File: config.mk
export PLATFORM = sky130hd
export DESIGN_NAME = sfe_front_end
export DESIGN_NICKNAME = d
export VERILOG_FILES = /design/src/hdl/sfe_pkg.sv /design/src/hdl/sfe_front_end.sv /design/src/hdl/sfe_buf2.sv
export SDC_FILE = /design/constraint.sdc
export NUM_CORES = 1
export LEC_CHECK = 0
export BUFFER_PORTS_ARGS = -buffer_cell sky130_fd_sc_hd__buf_2
export CORE_MARGIN = 2
export CORE_UTILIZATION = 57
export CTS_BUF_LIST = sky130_fd_sc_hd__clkbuf_16
export CTS_CLUSTER_SIZE = 10
export DETAILED_ROUTE_END_ITERATION = 12
export GPL_ROUTABILITY_DRIVEN = 0
export PLACE_DENSITY = 0.8
export SYNTH_ARGS = -nofsm -noshare
export SYNTH_HDL_FRONTEND = slang
export SYNTH_SLANG_ARGS = --single-unit
File: constraint.sdc
create_clock -name clk -period 2.95 [get_ports clk]
set_input_delay 0.59 -clock clk [delete_from_list [all_inputs] [get_ports clk]]
set_output_delay 0.59 -clock clk [all_outputs]
set_load 0.02 [all_outputs]
File: src/hdl/sfe_pkg.sv
// Package with the constants of the serial flash front end.
// Assumes one system clock of 125 MHz and a host-driven serial link.
//
// Overview of operation
// - Falling chip select starts an operation; rising chip select ends it.
// - Deselected with no program or erase running: device in standby, serial output released to high impedance.
// - Serial input is ignored entirely while chip select is high.
// - Input bits are sampled on each rising serial clock edge.
// - Output bit changes on each falling serial clock edge.
// - Program or erase cycle keeps running after deselect; standby follows its end.
// - Write-protect low shields every sector marked in the protection table.
// - While write-protect is low, and until the next idle after it rises, the protection table cannot be modified.
// - Protected program or erase is discarded; idle again at next deselect.
// - Serial clock mode 0 and mode 3 are both accepted.
// - Page length is 512 bytes by default, 528 with the option set.
// - First byte after select is the 8-bit opcode, then address bytes.
// - All bytes travel most significant bit first.
// - Reset aborts any operation and holds the machine idle.
package sfe_pkg;

   localparam int unsigned SFE_CLK_MHZ = 125;
   localparam int unsigned SFE_BUSY_US = 4;
   localparam int unsigned SFE_BUSY_CYC = SFE_BUSY_US * SFE_CLK_MHZ;
   localparam logic [7:0] SFE_OP_PROG = 8'h02;
   localparam logic [7:0] SFE_OP_ERASE = 8'h81;
   localparam logic [7:0] SFE_OP_PROT_WR = 8'h3D;
   localparam logic [7:0] SFE_OP_STATUS = 8'hD7;
   localparam int unsigned SFE_ADDR_BYTES = 3;
   localparam logic [9:0] SFE_PAGE_STD = 10'h200;
   localparam logic [9:0] SFE_PAGE_ALT = 10'h210;
   localparam int unsigned SFE_NUM_SECT = 16;
   localparam logic [15:0] SFE_PROT_RST = 16'h0000;

   typedef enum logic [2:0] {
      SFE_ST_IDLE,
      SFE_ST_OPCODE,
      SFE_ST_ADDR,
      SFE_ST_DATA,
      SFE_ST_IGNORE,
      SFE_ST_BUSY
   } sfe_state_t;

endpackage : sfe_pkg

File: src/hdl/sfe_front_end.sv
// Serial front end of a page-organised flash: framing, shifting, protection.
// Assumes serial pins are asynchronous to clk and the array accepts bytes by valid/ready.
`timescale 1ns/100ps
module sfe_front_end
(
   input wire logic clk,
   input wire logic rst,
   input wire logic cs_n,
   input wire logic sck,
   input wire logic si,
   output logic so,
   output logic so_oe,
   input wire logic wp_n,
   input wire logic reset_n,
   input wire logic page_alt,
   input wire logic [15:0] prot_sw,
   input wire logic prot_sw_en,
   output logic [7:0] cmd_opcode,
   output logic [23:0] cmd_addr,
   output logic cmd_start,
   output logic [7:0] wr_data,
   output logic wr_valid,
   input wire logic wr_ready,
   input wire logic [7:0] rd_data,
   output logic rd_take,
   output logic busy,
   output logic standby,
   output logic cmd_refused,
   output logic [15:0] prot_table,
   output logic [9:0] page_len,
   output logic overrun
);

   // ------------------------------------------------------------
   // Pin synchronisers and state
   // ------------------------------------------------------------
   typedef struct packed {
      logic [1:0] cs_s;
      logic [1:0] sck_s;
      logic [1:0] si_s;
      logic [1:0] wp_s;
      logic [1:0] rn_s;
      logic sck_l;
      logic cs_l;
      sfe_pkg::sfe_state_t st;
      logic [2:0] bit_cnt;
      logic [1:0] addr_cnt;
      logic [7:0] shift;
      logic [7:0] op;
      logic [23:0] addr;
      logic [7:0] tx;
      logic wp_latch;
      logic [15:0] prot;
      logic [15:0] busy_cnt;
      logic so;
      logic so_oe;
      logic cmd_start;
      logic push;
      logic [7:0] push_data;
      logic rd_take;
      logic refused;
      logic overrun;
      logic [9:0] plen;
      logic busy;
      logic stby;
   } sfe_core_t;

   sfe_core_t s_q, s_d;
   logic buf_in_ready;
   logic buf_out_valid;
   logic [7:0] buf_out_data;

   sfe_buf2 u_buf
   (
      .clk(clk),
      .rst(rst),
      .in_valid(s_q.push),
      .in_ready(buf_in_ready),
      .in_data(s_q.push_data),
      .out_valid(buf_out_valid),
      .out_ready(wr_ready),
      .out_data(buf_out_data)
   );

   // ------------------------------------------------------------
   // Next state
   // ------------------------------------------------------------
   always_comb
   begin
      logic cs_fall;
      logic cs_rise;
      logic sck_rise;
      logic sck_fall;
      logic sel;
      logic wp_low;
      logic [7:0] nb;
      logic is_mod;
      logic sect_prot;
      cs_fall = 1'b0;
      cs_rise = 1'b0;
      sck_rise = 1'b0;
      sck_fall = 1'b0;
      sel = 1'b0;
      wp_low = 1'b0;
      nb = 8'h00;
      is_mod = 1'b0;
      sect_prot = 1'b0;
      s_d = s_q;
      s_d.cs_s = {s_q.cs_s[0], cs_n};
      s_d.sck_s = {s_q.sck_s[0], sck};
      s_d.si_s = {s_q.si_s[0], si};
      s_d.wp_s = {s_q.wp_s[0], wp_n};
      s_d.rn_s = {s_q.rn_s[0], reset_n};
      s_d.sck_l = s_q.sck_s[1];
      s_d.cs_l = s_q.cs_s[1];
      s_d.cmd_start = 1'b0;
      s_d.push = 1'b0;
      s_d.rd_take = 1'b0;
      sel = !s_q.cs_s[1];
      cs_fall = s_q.cs_l && !s_q.cs_s[1];
      cs_rise = !s_q.cs_l && s_q.cs_s[1];
      sck_rise = sel && !s_q.sck_l && s_q.sck_s[1];
      sck_fall = sel && s_q.sck_l && !s_q.sck_s[1];
      wp_low = !s_q.wp_s[1];
      s_d.plen = page_alt ? sfe_pkg::SFE_PAGE_ALT : sfe_pkg::SFE_PAGE_STD;
      if (wp_low)
      begin
         s_d.wp_latch = 1'b1;
      end
      else if (s_q.st == sfe_pkg::SFE_ST_IDLE)
      begin
         s_d.wp_latch = 1'b0;
      end
      nb = {s_q.shift[6:0], s_q.si_s[1]};
      is_mod = (s_q.op == sfe_pkg::SFE_OP_PROG) || (s_q.op == sfe_pkg::SFE_OP_ERASE);
      sect_prot = s_q.prot[s_q.addr[20:17]];
      if (s_q.busy_cnt != 16'h0000)
      begin
         s_d.busy_cnt = s_q.busy_cnt - 16'h0001;
      end
      if (sck_rise && s_q.st != sfe_pkg::SFE_ST_IDLE && s_q.st != sfe_pkg::SFE_ST_BUSY)
      begin
         s_d.shift = nb;
         s_d.bit_cnt = s_q.bit_cnt + 3'd1;
      end
      if (sck_fall && s_q.st != sfe_pkg::SFE_ST_IDLE)
      begin
         s_d.so = s_q.tx[7];
         s_d.tx = {s_q.tx[6:0], 1'b0};
      end
      case (s_q.st)
         sfe_pkg::SFE_ST_IDLE:
         begin
            if (cs_fall && s_q.busy_cnt == 16'h0000)
            begin
               s_d.st = sfe_pkg::SFE_ST_OPCODE;
               s_d.bit_cnt = 3'd0;
               s_d.addr_cnt = 2'd0;
               s_d.so_oe = 1'b1;
               s_d.refused = 1'b0;
            end
         end
         sfe_pkg::SFE_ST_OPCODE:
         begin
            if (sck_rise && s_q.bit_cnt == 3'd7)
            begin
               s_d.op = nb;
               s_d.tx = (nb == sfe_pkg::SFE_OP_STATUS) ? {s_q.busy_cnt == 16'h0000, 7'h00} : rd_data;
               s_d.st = sfe_pkg::SFE_ST_ADDR;
            end
         end
         sfe_pkg::SFE_ST_ADDR:
         begin
            if (sck_rise && s_q.bit_cnt == 3'd7)
            begin
               s_d.addr = {s_q.addr[15:0], nb};
               s_d.addr_cnt = s_q.addr_cnt + 2'd1;
               if (s_q.addr_cnt == 2'(sfe_pkg::SFE_ADDR_BYTES - 1))
               begin
                  s_d.st = sfe_pkg::SFE_ST_DATA;
                  if (s_q.op == sfe_pkg::SFE_OP_STATUS)
                  begin
                     s_d.tx = {s_q.busy_cnt == 16'h0000, 7'h00};
                  end
                  else
                  begin
                     s_d.tx = rd_data;
                     s_d.rd_take = 1'b1;
                  end
               end
            end
         end
         sfe_pkg::SFE_ST_DATA:
         begin
            if (s_q.op == sfe_pkg::SFE_OP_PROT_WR && s_q.wp_latch)
            begin
               s_d.st = sfe_pkg::SFE_ST_IGNORE;
               s_d.refused = 1'b1;
            end
            else if (is_mod && (sect_prot && (wp_low || prot_sw_en)))
            begin
               s_d.st = sfe_pkg::SFE_ST_IGNORE;
               s_d.refused = 1'b1;
            end
            else if (sck_rise && s_q.bit_cnt == 3'd7)
            begin
               if (s_q.op == sfe_pkg::SFE_OP_PROT_WR)
               begin
                  s_d.prot = {s_q.prot[7:0], nb};
               end
               else if (is_mod)
               begin
                  s_d.push = 1'b1;
                  s_d.push_data = nb;
                  s_d.overrun = s_q.overrun || !buf_in_ready;
               end
               s_d.tx = rd_data;
               s_d.rd_take = 1'b1;
            end
         end
         default:
         begin
            if (s_q.st == sfe_pkg::SFE_ST_BUSY && s_q.busy_cnt == 16'h0000)
            begin
               s_d.st = sfe_pkg::SFE_ST_IDLE;
            end
         end
      endcase
      if (cs_rise && s_q.st != sfe_pkg::SFE_ST_IDLE && s_q.st != sfe_pkg::SFE_ST_BUSY)
      begin
         s_d.so_oe = 1'b0;
         if (s_q.st == sfe_pkg::SFE_ST_DATA && is_mod)
         begin
            s_d.cmd_start = 1'b1;
            s_d.busy_cnt = 16'(sfe_pkg::SFE_BUSY_CYC - 1);
            s_d.st = sfe_pkg::SFE_ST_BUSY;
         end
         else
         begin
            s_d.st = sfe_pkg::SFE_ST_IDLE;
         end
      end
      if (rst || !s_q.rn_s[1])
      begin
         s_d.st = sfe_pkg::SFE_ST_IDLE;
         s_d.busy_cnt = 16'h0000;
         s_d.so_oe = 1'b0;
         s_d.so = 1'b0;
         s_d.push = 1'b0;
         s_d.cmd_start = 1'b0;
         s_d.rd_take = 1'b0;
         s_d.overrun = 1'b0;
      end
      if (rst)
      begin
         s_d = '0;
         s_d.cs_s = 2'b11;
         s_d.cs_l = 1'b1;
         // Chip select, write-protect and reset pins idle high, so their synchronisers start high and no false edge follows reset.
         s_d.wp_s = 2'b11;
         s_d.rn_s = 2'b11;
         s_d.prot = sfe_pkg::SFE_PROT_RST;
         s_d.plen = sfe_pkg::SFE_PAGE_STD;
      end
      if (prot_sw_en && !s_q.wp_latch && !wp_low && s_q.st == sfe_pkg::SFE_ST_IDLE && !rst)
      begin
         s_d.prot = prot_sw;
      end
      s_d.busy = (s_d.st == sfe_pkg::SFE_ST_BUSY);
      s_d.stby = (s_d.st == sfe_pkg::SFE_ST_IDLE);
   end

   always_ff @(posedge clk)
   begin
      s_q <= s_d;
   end

   // ------------------------------------------------------------
   // Outputs
   // ------------------------------------------------------------
   assign so = s_q.so;
   assign so_oe = s_q.so_oe;
   assign cmd_opcode = s_q.op;
   assign cmd_addr = s_q.addr;
   assign cmd_start = s_q.cmd_start;
   assign wr_data = buf_out_data;
   assign wr_valid = buf_out_valid;
   assign rd_take = s_q.rd_take;
   assign busy = s_q.busy;
   assign standby = s_q.stby;
   assign cmd_refused = s_q.refused;
   assign prot_table = s_q.prot;
   assign page_len = s_q.plen;
   assign overrun = s_q.overrun;

endmodule // sfe_front_end

File: src/hdl/sfe_buf2.sv
// Two-entry valid/ready buffer for received bytes.
// Assumes both sides on the same clock.
`timescale 1ns/100ps
module sfe_buf2
(
   input wire logic clk,
   input wire logic rst,
   input wire logic in_valid,
   output logic in_ready,
   input wire logic [7:0] in_data,
   output logic out_valid,
   input wire logic out_ready,
   output logic [7:0] out_data
);

   typedef struct packed {
      logic [1:0][7:0] mem;
      logic rd;
      logic wr;
      logic [1:0] cnt;
      logic out_v;
      logic [7:0] dout;
   } sfe_buf_t;

   sfe_buf_t s_q, s_d;

   always_comb
   begin
      logic push;
      logic pop;
      push = 1'b0;
      pop = 1'b0;
      s_d = s_q;
      push = in_valid && (s_q.cnt != 2'd2);
      pop = out_ready && (s_q.cnt != 2'd0);
      if (push)
      begin
         s_d.mem[s_q.wr] = in_data;
         s_d.wr = ~s_q.wr;
      end
      if (pop)
      begin
         s_d.rd = ~s_q.rd;
      end
      s_d.cnt = s_q.cnt + {1'b0, push} - {1'b0, pop};
      if (rst)
      begin
         s_d = '0;
      end
      // Output copies are taken from the next state, so they leave flip-flops with no extra cycle.
      s_d.out_v = (s_d.cnt != 2'd0);
      s_d.dout = s_d.mem[s_d.rd];
   end

   always_ff @(posedge clk)
   begin
      s_q <= s_d;
   end

   assign in_ready = (s_q.cnt != 2'd2);
   assign out_valid = s_q.out_v;
   assign out_data = s_q.dout;

endmodule // sfe_buf2

Word-level counts from Yosys, hierarchy flattened
Cells that the tools add are included.
Widths: inputs -> output; s select.
{"block": "totals", "input_bits": 34, "word_cells": 214, "out_inout_bits": 75, "reg_bits": 157}
{"block": "op_classes", "eq_ne": 20, "magnitude_cmp": 4, "muxes": 81, "n_addsub": 5, "reduce_logical": 61, "bitwise": 8}
{"op": "$mux 16", "n": 10}
{"op": "$mux 8", "n": 15}
{"op": "$mux 116", "n": 1}
{"op": "$mux 3", "n": 11}
{"op": "$mux 32", "n": 1}
{"op": "$mux 10", "n": 3}
{"op": "$mux 29", "n": 1}
{"op": "$mux 9", "n": 3}
{"op": "$logic_and 1x1->1", "n": 25}
{"op": "$eq 8x8->1 const B", "n": 3}
{"op": "$mux 24", "n": 1}
{"op": "$pmux 8 s3", "n": 1}
{"op": "$mux 1", "n": 23}
{"op": "$mux 20", "n": 1}
{"op": "$bwmux 16", "n": 1}
{"op": "$logic_not 16->1", "n": 1}
{"op": "$reduce_bool 16->1", "n": 1}
{"op": "$sub 16x1->16 const B", "n": 1}
{"op": "$pmux 3 s4", "n": 1}
{"op": "$reduce_bool 3->1", "n": 4}
{"op": "$eq 3x3->1 const B", "n": 3}
{"op": "$logic_not 1->1", "n": 9}
{"op": "$demux 8 s1", "n": 1}
{"op": "$eq 8x2->1 const B", "n": 1}
{"op": "other kinds (31)", "n": 57}

Depth between registers and ports, before layout
Gate-level depths: netlist (run 1).
{"block": "depth", "word_depth": 12, "depth_mapped": 10, "ltp_nobuf": 8}

By module
Synthesis (run 1) repeated with hierarchy kept, for this count alone.
{"block": "hier_totals", "hier_cells": 870, "area_unflattened_um2": 7602.3}
{"mod": "sfe_front_end", "instances": 1, "area_each_um2": 5950.7, "cells_each": 684, "seq_area_each_um2": 2522.4}
{"mod": "sfe_buf2", "instances": 1, "area_each_um2": 1651.6, "cells_each": 186, "seq_area_each_um2": 580.6}

Least setup slack after synthesis (run 1)
No wires, ideal clock.
{"block": "synth_path", "path_kind": "register -> register", "from": "register s_q[114] (netlist name)", "to": "register s_q (netlist bit prot_table[0]) (enable)", "period_less_slack_ns": 2.348, "slack_ns": 0.602, "setup_ns": 0.367, "arrival_time_ns": 1.981, "path_buffers": 2, "required_time_ns": 2.583, "path_stages_with_launch": 6, "cell_sequence": "dfxtp_1 clkbuf_1 or3_1 clkbuf_1 nor3_1 a211o_1"}
{"block": "synth_between", "elab_chain_cells": 5, "elab_cells_between_ends": 10, "cone_classes": "eq/ne: 3; reduce/logical: 7"}
{"item": "start, declared", "line_no": "sfe_front_end.sv:68", "text": "sfe_core_t s_q, s_d;"}
{"item": "start signal, assigned", "line_no": "sfe_front_end.sv:275", "text": "s_q <= s_d;"}
{"item": "$logic_not 3->1", "line_no": "sfe_front_end.sv:265", "text": "if (prot_sw_en && !s_q.wp_latch && !wp_low && s_q.st == sfe_pkg::SFE_ST_IDLE && !rst)"}
{"item": "$logic_and 1x1->1 (2 in a row)", "line_no": "sfe_front_end.sv:265"}
{"item": "$ne 3x2->1 (no source line) / $reduce_bool 3->1 (equally long branches)"}
{"item": "$reduce_and 5->1 (no source line) *"}
Every way passes the cells marked *; elsewhere a longest branch is shown, timed or not.
A chain may end at the register's enable or synchronous reset.

==> flow_summary_export.csv, run 1 <==
group,metric,value,unit
setup_path,worstPathMaxFanout,6,
sta,fin_skew,0.008009,ns
floorplanning,fp.dieW,115.2,µm
final_layout,layout-drive-gt1-share,21.37,%
floorplanning,die_h,115.2,µm
setup_path,r2r_end,"busy",
placed_design,dp_hpwl,10880,µm
final_layout,syn_to_final_growth,10.97,%
pwr,p_per_area,556.4,mW/mm²
flow_run,drv_cap,0,
clock_network,h-tree-depth,4,
setup_path,r2r_cells,6,
clock_network,cts_setup_buffers,0,
final_layout,antenna_cells,0,
worst_hold_path,holdPathStages,2,
drt,ant_nets,0,
worst_hold_path,hp-class,"in -> reg",
global_route,first_global_vias,5299,
drt,via_count,5766,
placed_design,portBuffers,99,
pwr,p_sw_share,23.59,%
final_layout,fin_nets,889,
worst_hold_path,holdPathEnd,"s_q[126]",
yosys,post-synth-top-area-fraction,37.22,%
floorplanning,dieArea,0.01327,mm²
clock_network,worstSkewPairLatency,0.42,ns
sta,finalCriticalPeriod,2.763,ns
pwr,power,4.351,mW
setup_path,critPathCaptureType,"register",
clock_network,cts_resized,0,
final_layout,layout_commonest_cell,"nand2_1",
yosys,synth-warning-count,0,
sta,maxSlewViolCount,0,
yosys,synthCells,813,
clock_network,ctsRootBufferMaster,"clkbuf_16",
final_layout,multi_input_area,0.003262,mm²
pwr,clkPwrFrac,45.0,%
sta,maxSlewHeadroom,44.76,%
drt,vias_per_cell,5.603,
sta,hold_violations,0,
pwr,peakVddDrop,0.2868,mV
setup_path,required,3.31,ns
setup_path,r2r_slack,0.19,ns
placed_design,dp.cells,998,
setup_path,crit_path_top_delay_cell,"a2111oi_0",
setup_path,timing.rr.start,"cmd_opcode[1]",
yosys,synth_area_leaders,"dfxtp_1 37%, nand2_1 7.3%, buf_4 7.0%",
clock_network,cts_hold_repair.buffers,0,
drt,drcViolationCount,0,
clock_network,clk_pin_slew,0.06,ns
setup_path,path_class,"reg -> reg",
clock_network,cts_tree,"done",
sta,setup_viol,0,
sta,rsz0062_at_grt,"no",
yosys,synth_edf_count,16,
floorplanning,io_pins,109,
global_route,grt_use_total,23.94,%
drt,first_iter_violations,490,
pwr,p_int,3.325,mW
sta,fmax,0.3620,GHz
sta,setup_tns,0,ns
setup_path,worstPathCellList,"or3b_1 -> a2111oi_0 -> o21ai_0 -> nor3_1 -> o2bb2ai_4 -> and3b_1",
yosys,avgSynthCellArea,8.668,µm²
yosys,synth_ff_type,"dfxtp_1",
global_route,grt_pass1_wl,24990,µm
yosys,synth_seq_area_share,44.03,%
pwr,power_frac_comb,6.7,%
placed_design,preCtsSetupSlack,0.4024,ns
global_route,antenna_found_initial,0,
sta,setup_ws,0.1874,ns
setup_path,crit_arrival,3.12,ns
drt,drt_pass1_iterations,5,
final_layout,register_area,0.003103,mm²
sta,min_period_over_period,93.65,%
global_route,grt_start_max_net_pins,69,
final_layout,fin_cells,1029,
yosys,synthArstFlopShare,0,%
setup_path,slowest_delay,0.77,ns
floorplanning,initial_core_util,58.42,%
final_layout,mostFrequentLayoutCells,"137 x nand2_1, 131 x dfxtp_1, 98 x buf_2",
yosys,ys_types,75,
sta,worst_pin_slew,0.8077,ns
pwr,netSwitchingPower,1.026,mW
floorplanning,row_count,40,
floorplanning,core,0.01206,mm²
pwr,power_leakage,3.139,nW
setup_path,startpoint_type,"register",
clock_network,cts_buffer_depth,2,
status,status,"completed",
clock_network,cts_buffers,17,
pwr,power_frac_seq,48.3,%
final_layout,fill_cells,1011,
drt,avgRoutedWirePerCell,15.15,µm
yosys,synth-seq-cells,147,
drt,routed_wirelength,15590,µm
yosys,yosysTopAreaCell,"dfxtp_1",
yosys,syn_area,0.007047,mm²
clock_network,clock_sinks,147,
worst_hold_path,min-delay-start,"cs_n",
global_route,grt_overflow_total,0,
flip-flops by register name, summed over array words and instances (netlist names), 8 cells and up:
name            count
cmd_addr           24
cmd_opcode          8
prot_table         16
s_q                61
u_buf.out_data      8
u_buf.s_q          20
critical path, delay by kind of cell (launching register included):
family,cells,cell delay [ns]
AOI/OAI and AO/OA,3,1.30
and+or+nand+nor,3,1.01
DFF,1,0.39
worst max path at each step:
| stage | cells past startpoint | to | startpoint |
|---|---|---|---|
| global route | 6 | busy | cmd_opcode[1] |
| detailed placement | 6 | busy | cmd_opcode[1] |
| global placement | 6 | busy | cmd_opcode[1] |
| finish | 6 | busy | cmd_opcode[1] |
| floorplan | 5 | prot_table[0] | s_q[114] |
| CTS | 6 | busy | cmd_opcode[1] |
power by group through the flow:
stage               combinational [mW]  sequential (mW)  clock, mW
floorplan                        0.231             2.14          0
global placement                 0.283             2.15          0
detailed placement               0.288             2.15          0
CTS                              0.290             2.10       1.99
global route                     0.316             2.11       2.09
finish                           0.291             2.10       1.96
final cells by class:
type | instances | share of cell area (%)
sequential | 147 | 39.68
clock inverter | 14 | 1.472
inverter | 13 | 0.6240
clock buffer | 17 | 5.440
multi-input combinational | 550 | 41.71
tap | 168 | 2.688
timing repair buffer | 120 | 8.384
kinds of logic (layout without fill, tap and decap cells):
family                   after synthesis  count (layout)  share of synthesized area [%]
AND/OR/NAND/NOR                      313             313                          21.48
AO/OA/AOI/OAI                        170             170                          15.43
flip-flops                           147             147                          44.03
buffers and inverters                123             164                          10.23
multiplexers                          37              37                          5.788
XOR/XNOR                              15              15                          1.864
adder cells (fa/ha/maj)                6               6                          1.065
other                                  2               9                         0.1066
routing by layer:
metal  track usage [%]  wire length [µm]
met5                 0                 0
met4             8.273               289
met3             6.062              1032
met2             39.53              7322
met1             30.64              6949
stage by stage:
stage | utilization, % | cell area [µm²] | hold slack, ns
after floorplan | - | 7073 | 0.3895
after global placement | 60.35 | 7279 | 0.3912
after detailed placement | 60.35 | 7279 | 0.3963
after CTS | 64.83 | 7820 | 0.3312
after global routing | 64.83 | 7820 | 0.3333
final | 64.83 | 7820 | 0.3525
cell usage after synthesis, types with 3 or more instances:
cell type and count:
nand2b_1 14, dfxtp_1 131, ha_1 6, a21boi_0 3, nand2_1 137, mux2i_1 25, and3_1 3, buf_4 66
nor2_1 47, o22a_1 3, inv_1 13, o31ai_1 9, nor4_1 9, a21oi_1 88, nand3b_1 4, buf_2 3
o32ai_1 4, clkbuf_1 34, nor3_1 22, or2_2 11, nand3_1 22, a211oi_1 3, or3_1 10, xor2_1 4
mux2_2 10, xnor2_1 11, nor2b_1 13, a31oi_1 6, o21ai_0 10, o211ai_1 13, edfxtp_1 16, buf_1 6
a221oi_1 3
Power figures use the tool's default switching activity.
==> run 2: changes to the inputs <==
--- a/config.mk
+++ b/config.mk
@@ -6,7 +6,7 @@
 export NUM_CORES = 1
 export LEC_CHECK = 0
 export BUFFER_PORTS_ARGS = -buffer_cell sky130_fd_sc_hd__buf_2
-export CORE_MARGIN = 2
+export CORE_MARGIN = 5
 export CORE_UTILIZATION = 57
 export CTS_BUF_LIST = sky130_fd_sc_hd__clkbuf_16
 export CTS_CLUSTER_SIZE = 10
==> constraint.sdc (replaced) <==
create_clock -name clk -period 2.85 [get_ports clk]
set_input_delay 0.57 -clock clk [delete_from_list [all_inputs] [get_ports clk]]
set_output_delay 0.57 -clock clk [all_outputs]
set_load 0.02 [all_outputs]
==> run 2 against run 1 <==
Largest power group unchanged. Largest cell class unchanged. Sequential cell count is the same. Total power is 4.9% higher. Worst hold slack worse by 0.030 ns. Critical endpoint unchanged. Wire length rose by 3.2%.
==> flow_summary_export.csv, run 2 (same netlist as run 1, synthesis figures left out) <==
group,metric,value,unit
status,status,"completed",
setup_path,startpoint_type,"register",
sta,min_period_over_period,91.52,%
final_layout,layout-drive-gt1-share,22.24,%
clock_network,ctsRootBufferMaster,"clkbuf_16",
clock_network,cts_buffer_depth,2,
placed_design,dp.cells,1004,
setup_path,crit_arrival,2.97,ns
sta,hold_violations,0,
pwr,p_int,3.459,mW
clock_network,clk_pin_slew,0.06,ns
pwr,p_per_area,578.5,mW/mm²
global_route,grt_pass1_wl,26200,µm
floorplanning,row_count,40,
drt,first_iter_violations,553,
clock_network,cts_buffers,17,
final_layout,mostFrequentLayoutCells,"137 x nand2_1, 131 x dfxtp_1, 98 x buf_2",
clock_network,cts_setup_buffers,0,
drt,drcViolationCount,0,
setup_path,slowest_delay,0.68,ns
drt,met1_length,7128,µm
setup_path,timing.rr.start,"cmd_opcode[1]",
clock_network,h-tree-depth,4,
drt,via_count,5792,
floorplanning,fp.dieW,121.2,µm
final_layout,regMostFlops,"s_q",
pwr,p_sw_share,24.26,%
worst_hold_path,hp-class,"in -> reg",
setup_path,critPathLaunch,"cmd_opcode[1]",
setup_path,path_class,"reg -> reg",
drt,routed.top_layer,"met4",
floorplanning,initial_core_util,58.42,%
placed_design,portBuffers,99,
drt,avgRoutedWirePerCell,15.54,µm
sta,fin_skew,0.01368,ns
pwr,netSwitchingPower,1.108,mW
clock_network,cts_hold_repair.buffers,0,
flow_run,drv_cap,0,
clock_network,cts_resized,0,
sta,finalCriticalPeriod,2.608,ns
pwr,power_frac_seq,47.6,%
final_layout,largest_reg_flops,61,
setup_path,cp_num_buf_inv,0,
global_route,grt_overflow_total,0,
drt,ant_nets,0,
final_layout,antenna_cells,0,
setup_path,worstPathCellList,"or3b_1 -> a2111oi_0 -> o21ai_0 -> nor3_1 -> o2bb2ai_4 -> and3b_1",
setup_path,crit_path_top_delay_cell,"a2111oi_0",
pwr,peakVddDrop,0.3254,mV
global_route,antenna_found_initial,0,
final_layout,syn_to_final_growth,12.00,%
drt,met3RoutedLength,1045,µm
global_route,grt_use_total,22.19,%
floorplanning,dieArea,0.01469,mm²
sta,maxSlewHeadroom,45.92,%
drt,wl_met2,7529,µm
placed_design,dp_hpwl,11210,µm
drt,routed_wirelength,16100,µm
clock_network,clock_sinks,147,
sta,maxSlewViolCount,0,
drt,drt_pass1_iterations,5,
sta,worst_pin_slew,0.8082,ns
sta,setup_tns,0,ns
sta,setup_viol,0,
pwr,power_leakage,3.183,nW
setup_path,required,3.21,ns
pwr,clkPwrFrac,45.8,%
final_layout,layout_commonest_cell,"nand2_1",
final_layout,fin_cells,1036,
setup_path,crit_family,"compound AO/OA/AOI/OAI gates",
setup_path,critPathCaptureType,"register",
floorplanning,io_pins,109,
pwr,power_frac_comb,6.6,%
clock_network,worstSkewPairLatency,0.43,ns
sta,rsz0062_at_grt,"no",
sta,fmax,0.3834,GHz
setup_path,worstPathMaxFanout,6,
final_layout,fin_nets,895,
worst_hold_path,min-delay-start,"reset_n",
global_route,first_global_vias,5484,
drt,vias_per_cell,5.591,
floorplanning,core,0.01206,mm²
floorplanning,die_h,121.2,µm
clock_network,cts_tree,"done",
global_route,grt_start_max_net_pins,72,
run 2: cell type report:
class	instances	area [µm²]
fillers	1012	4169
multi-input cells	550	3262
flip-flops and latches	147	3103
repair buffers	126	713.2
clock buffers	17	425.4
well taps	168	210.2
clock inverters	15	130.1
inverters	13	48.80
run 2: routing by layer:
metal	up-vias	track usage, %
met5	-	0
met4	0	8.824
met3	42	5.641
met2	192	35.64
met1	2699	28.66
li1	2859	-
run 2: final timing paths:
kind / cells past startpoint / slack [ns] / endpoint
max reg2reg: 6 / 0.24 / busy
max: 6 / 0.24 / busy
min: 2 / 0.32 / s_q[118]
min reg2reg: 1 / 0.41 / s_q[127]
run 2: worst reg2reg max path, delay by kind of cell (launching register included):
kind / cells / cell delay [ns]
AO/OA/AOI/OAI: 3 / 1.17
AND/OR/NAND/NOR: 3 / 0.98
flip-flops: 1 / 0.40
run 2: power groups by stage:
stage          sequential, mW  clock (mW)  combinational [mW]
3_3_place_gp             2.22           0               0.299
2_1_floorplan            2.22           0               0.239
5_1_grt                  2.18        2.22               0.329
3_5_place_dp             2.22           0               0.301
4_1_cts                  2.17        2.12               0.302
6_report                 2.17        2.09               0.302
run 2: stage by stage:
stage	setup WS (ns)	area (µm²)	util [%]	hold WS, ns	total power [mW]
after floorplan	0.5016	7073	-	0.3895	2.456
after global placement	0.3636	7337	60.83	0.3912	2.515
after detailed placement	0.3228	7337	60.83	0.3957	2.518
after CTS	0.2840	7893	65.44	0.3083	4.599
after global routing	0.03263	7893	65.44	0.3122	4.729
final	0.2416	7893	65.44	0.3229	4.566
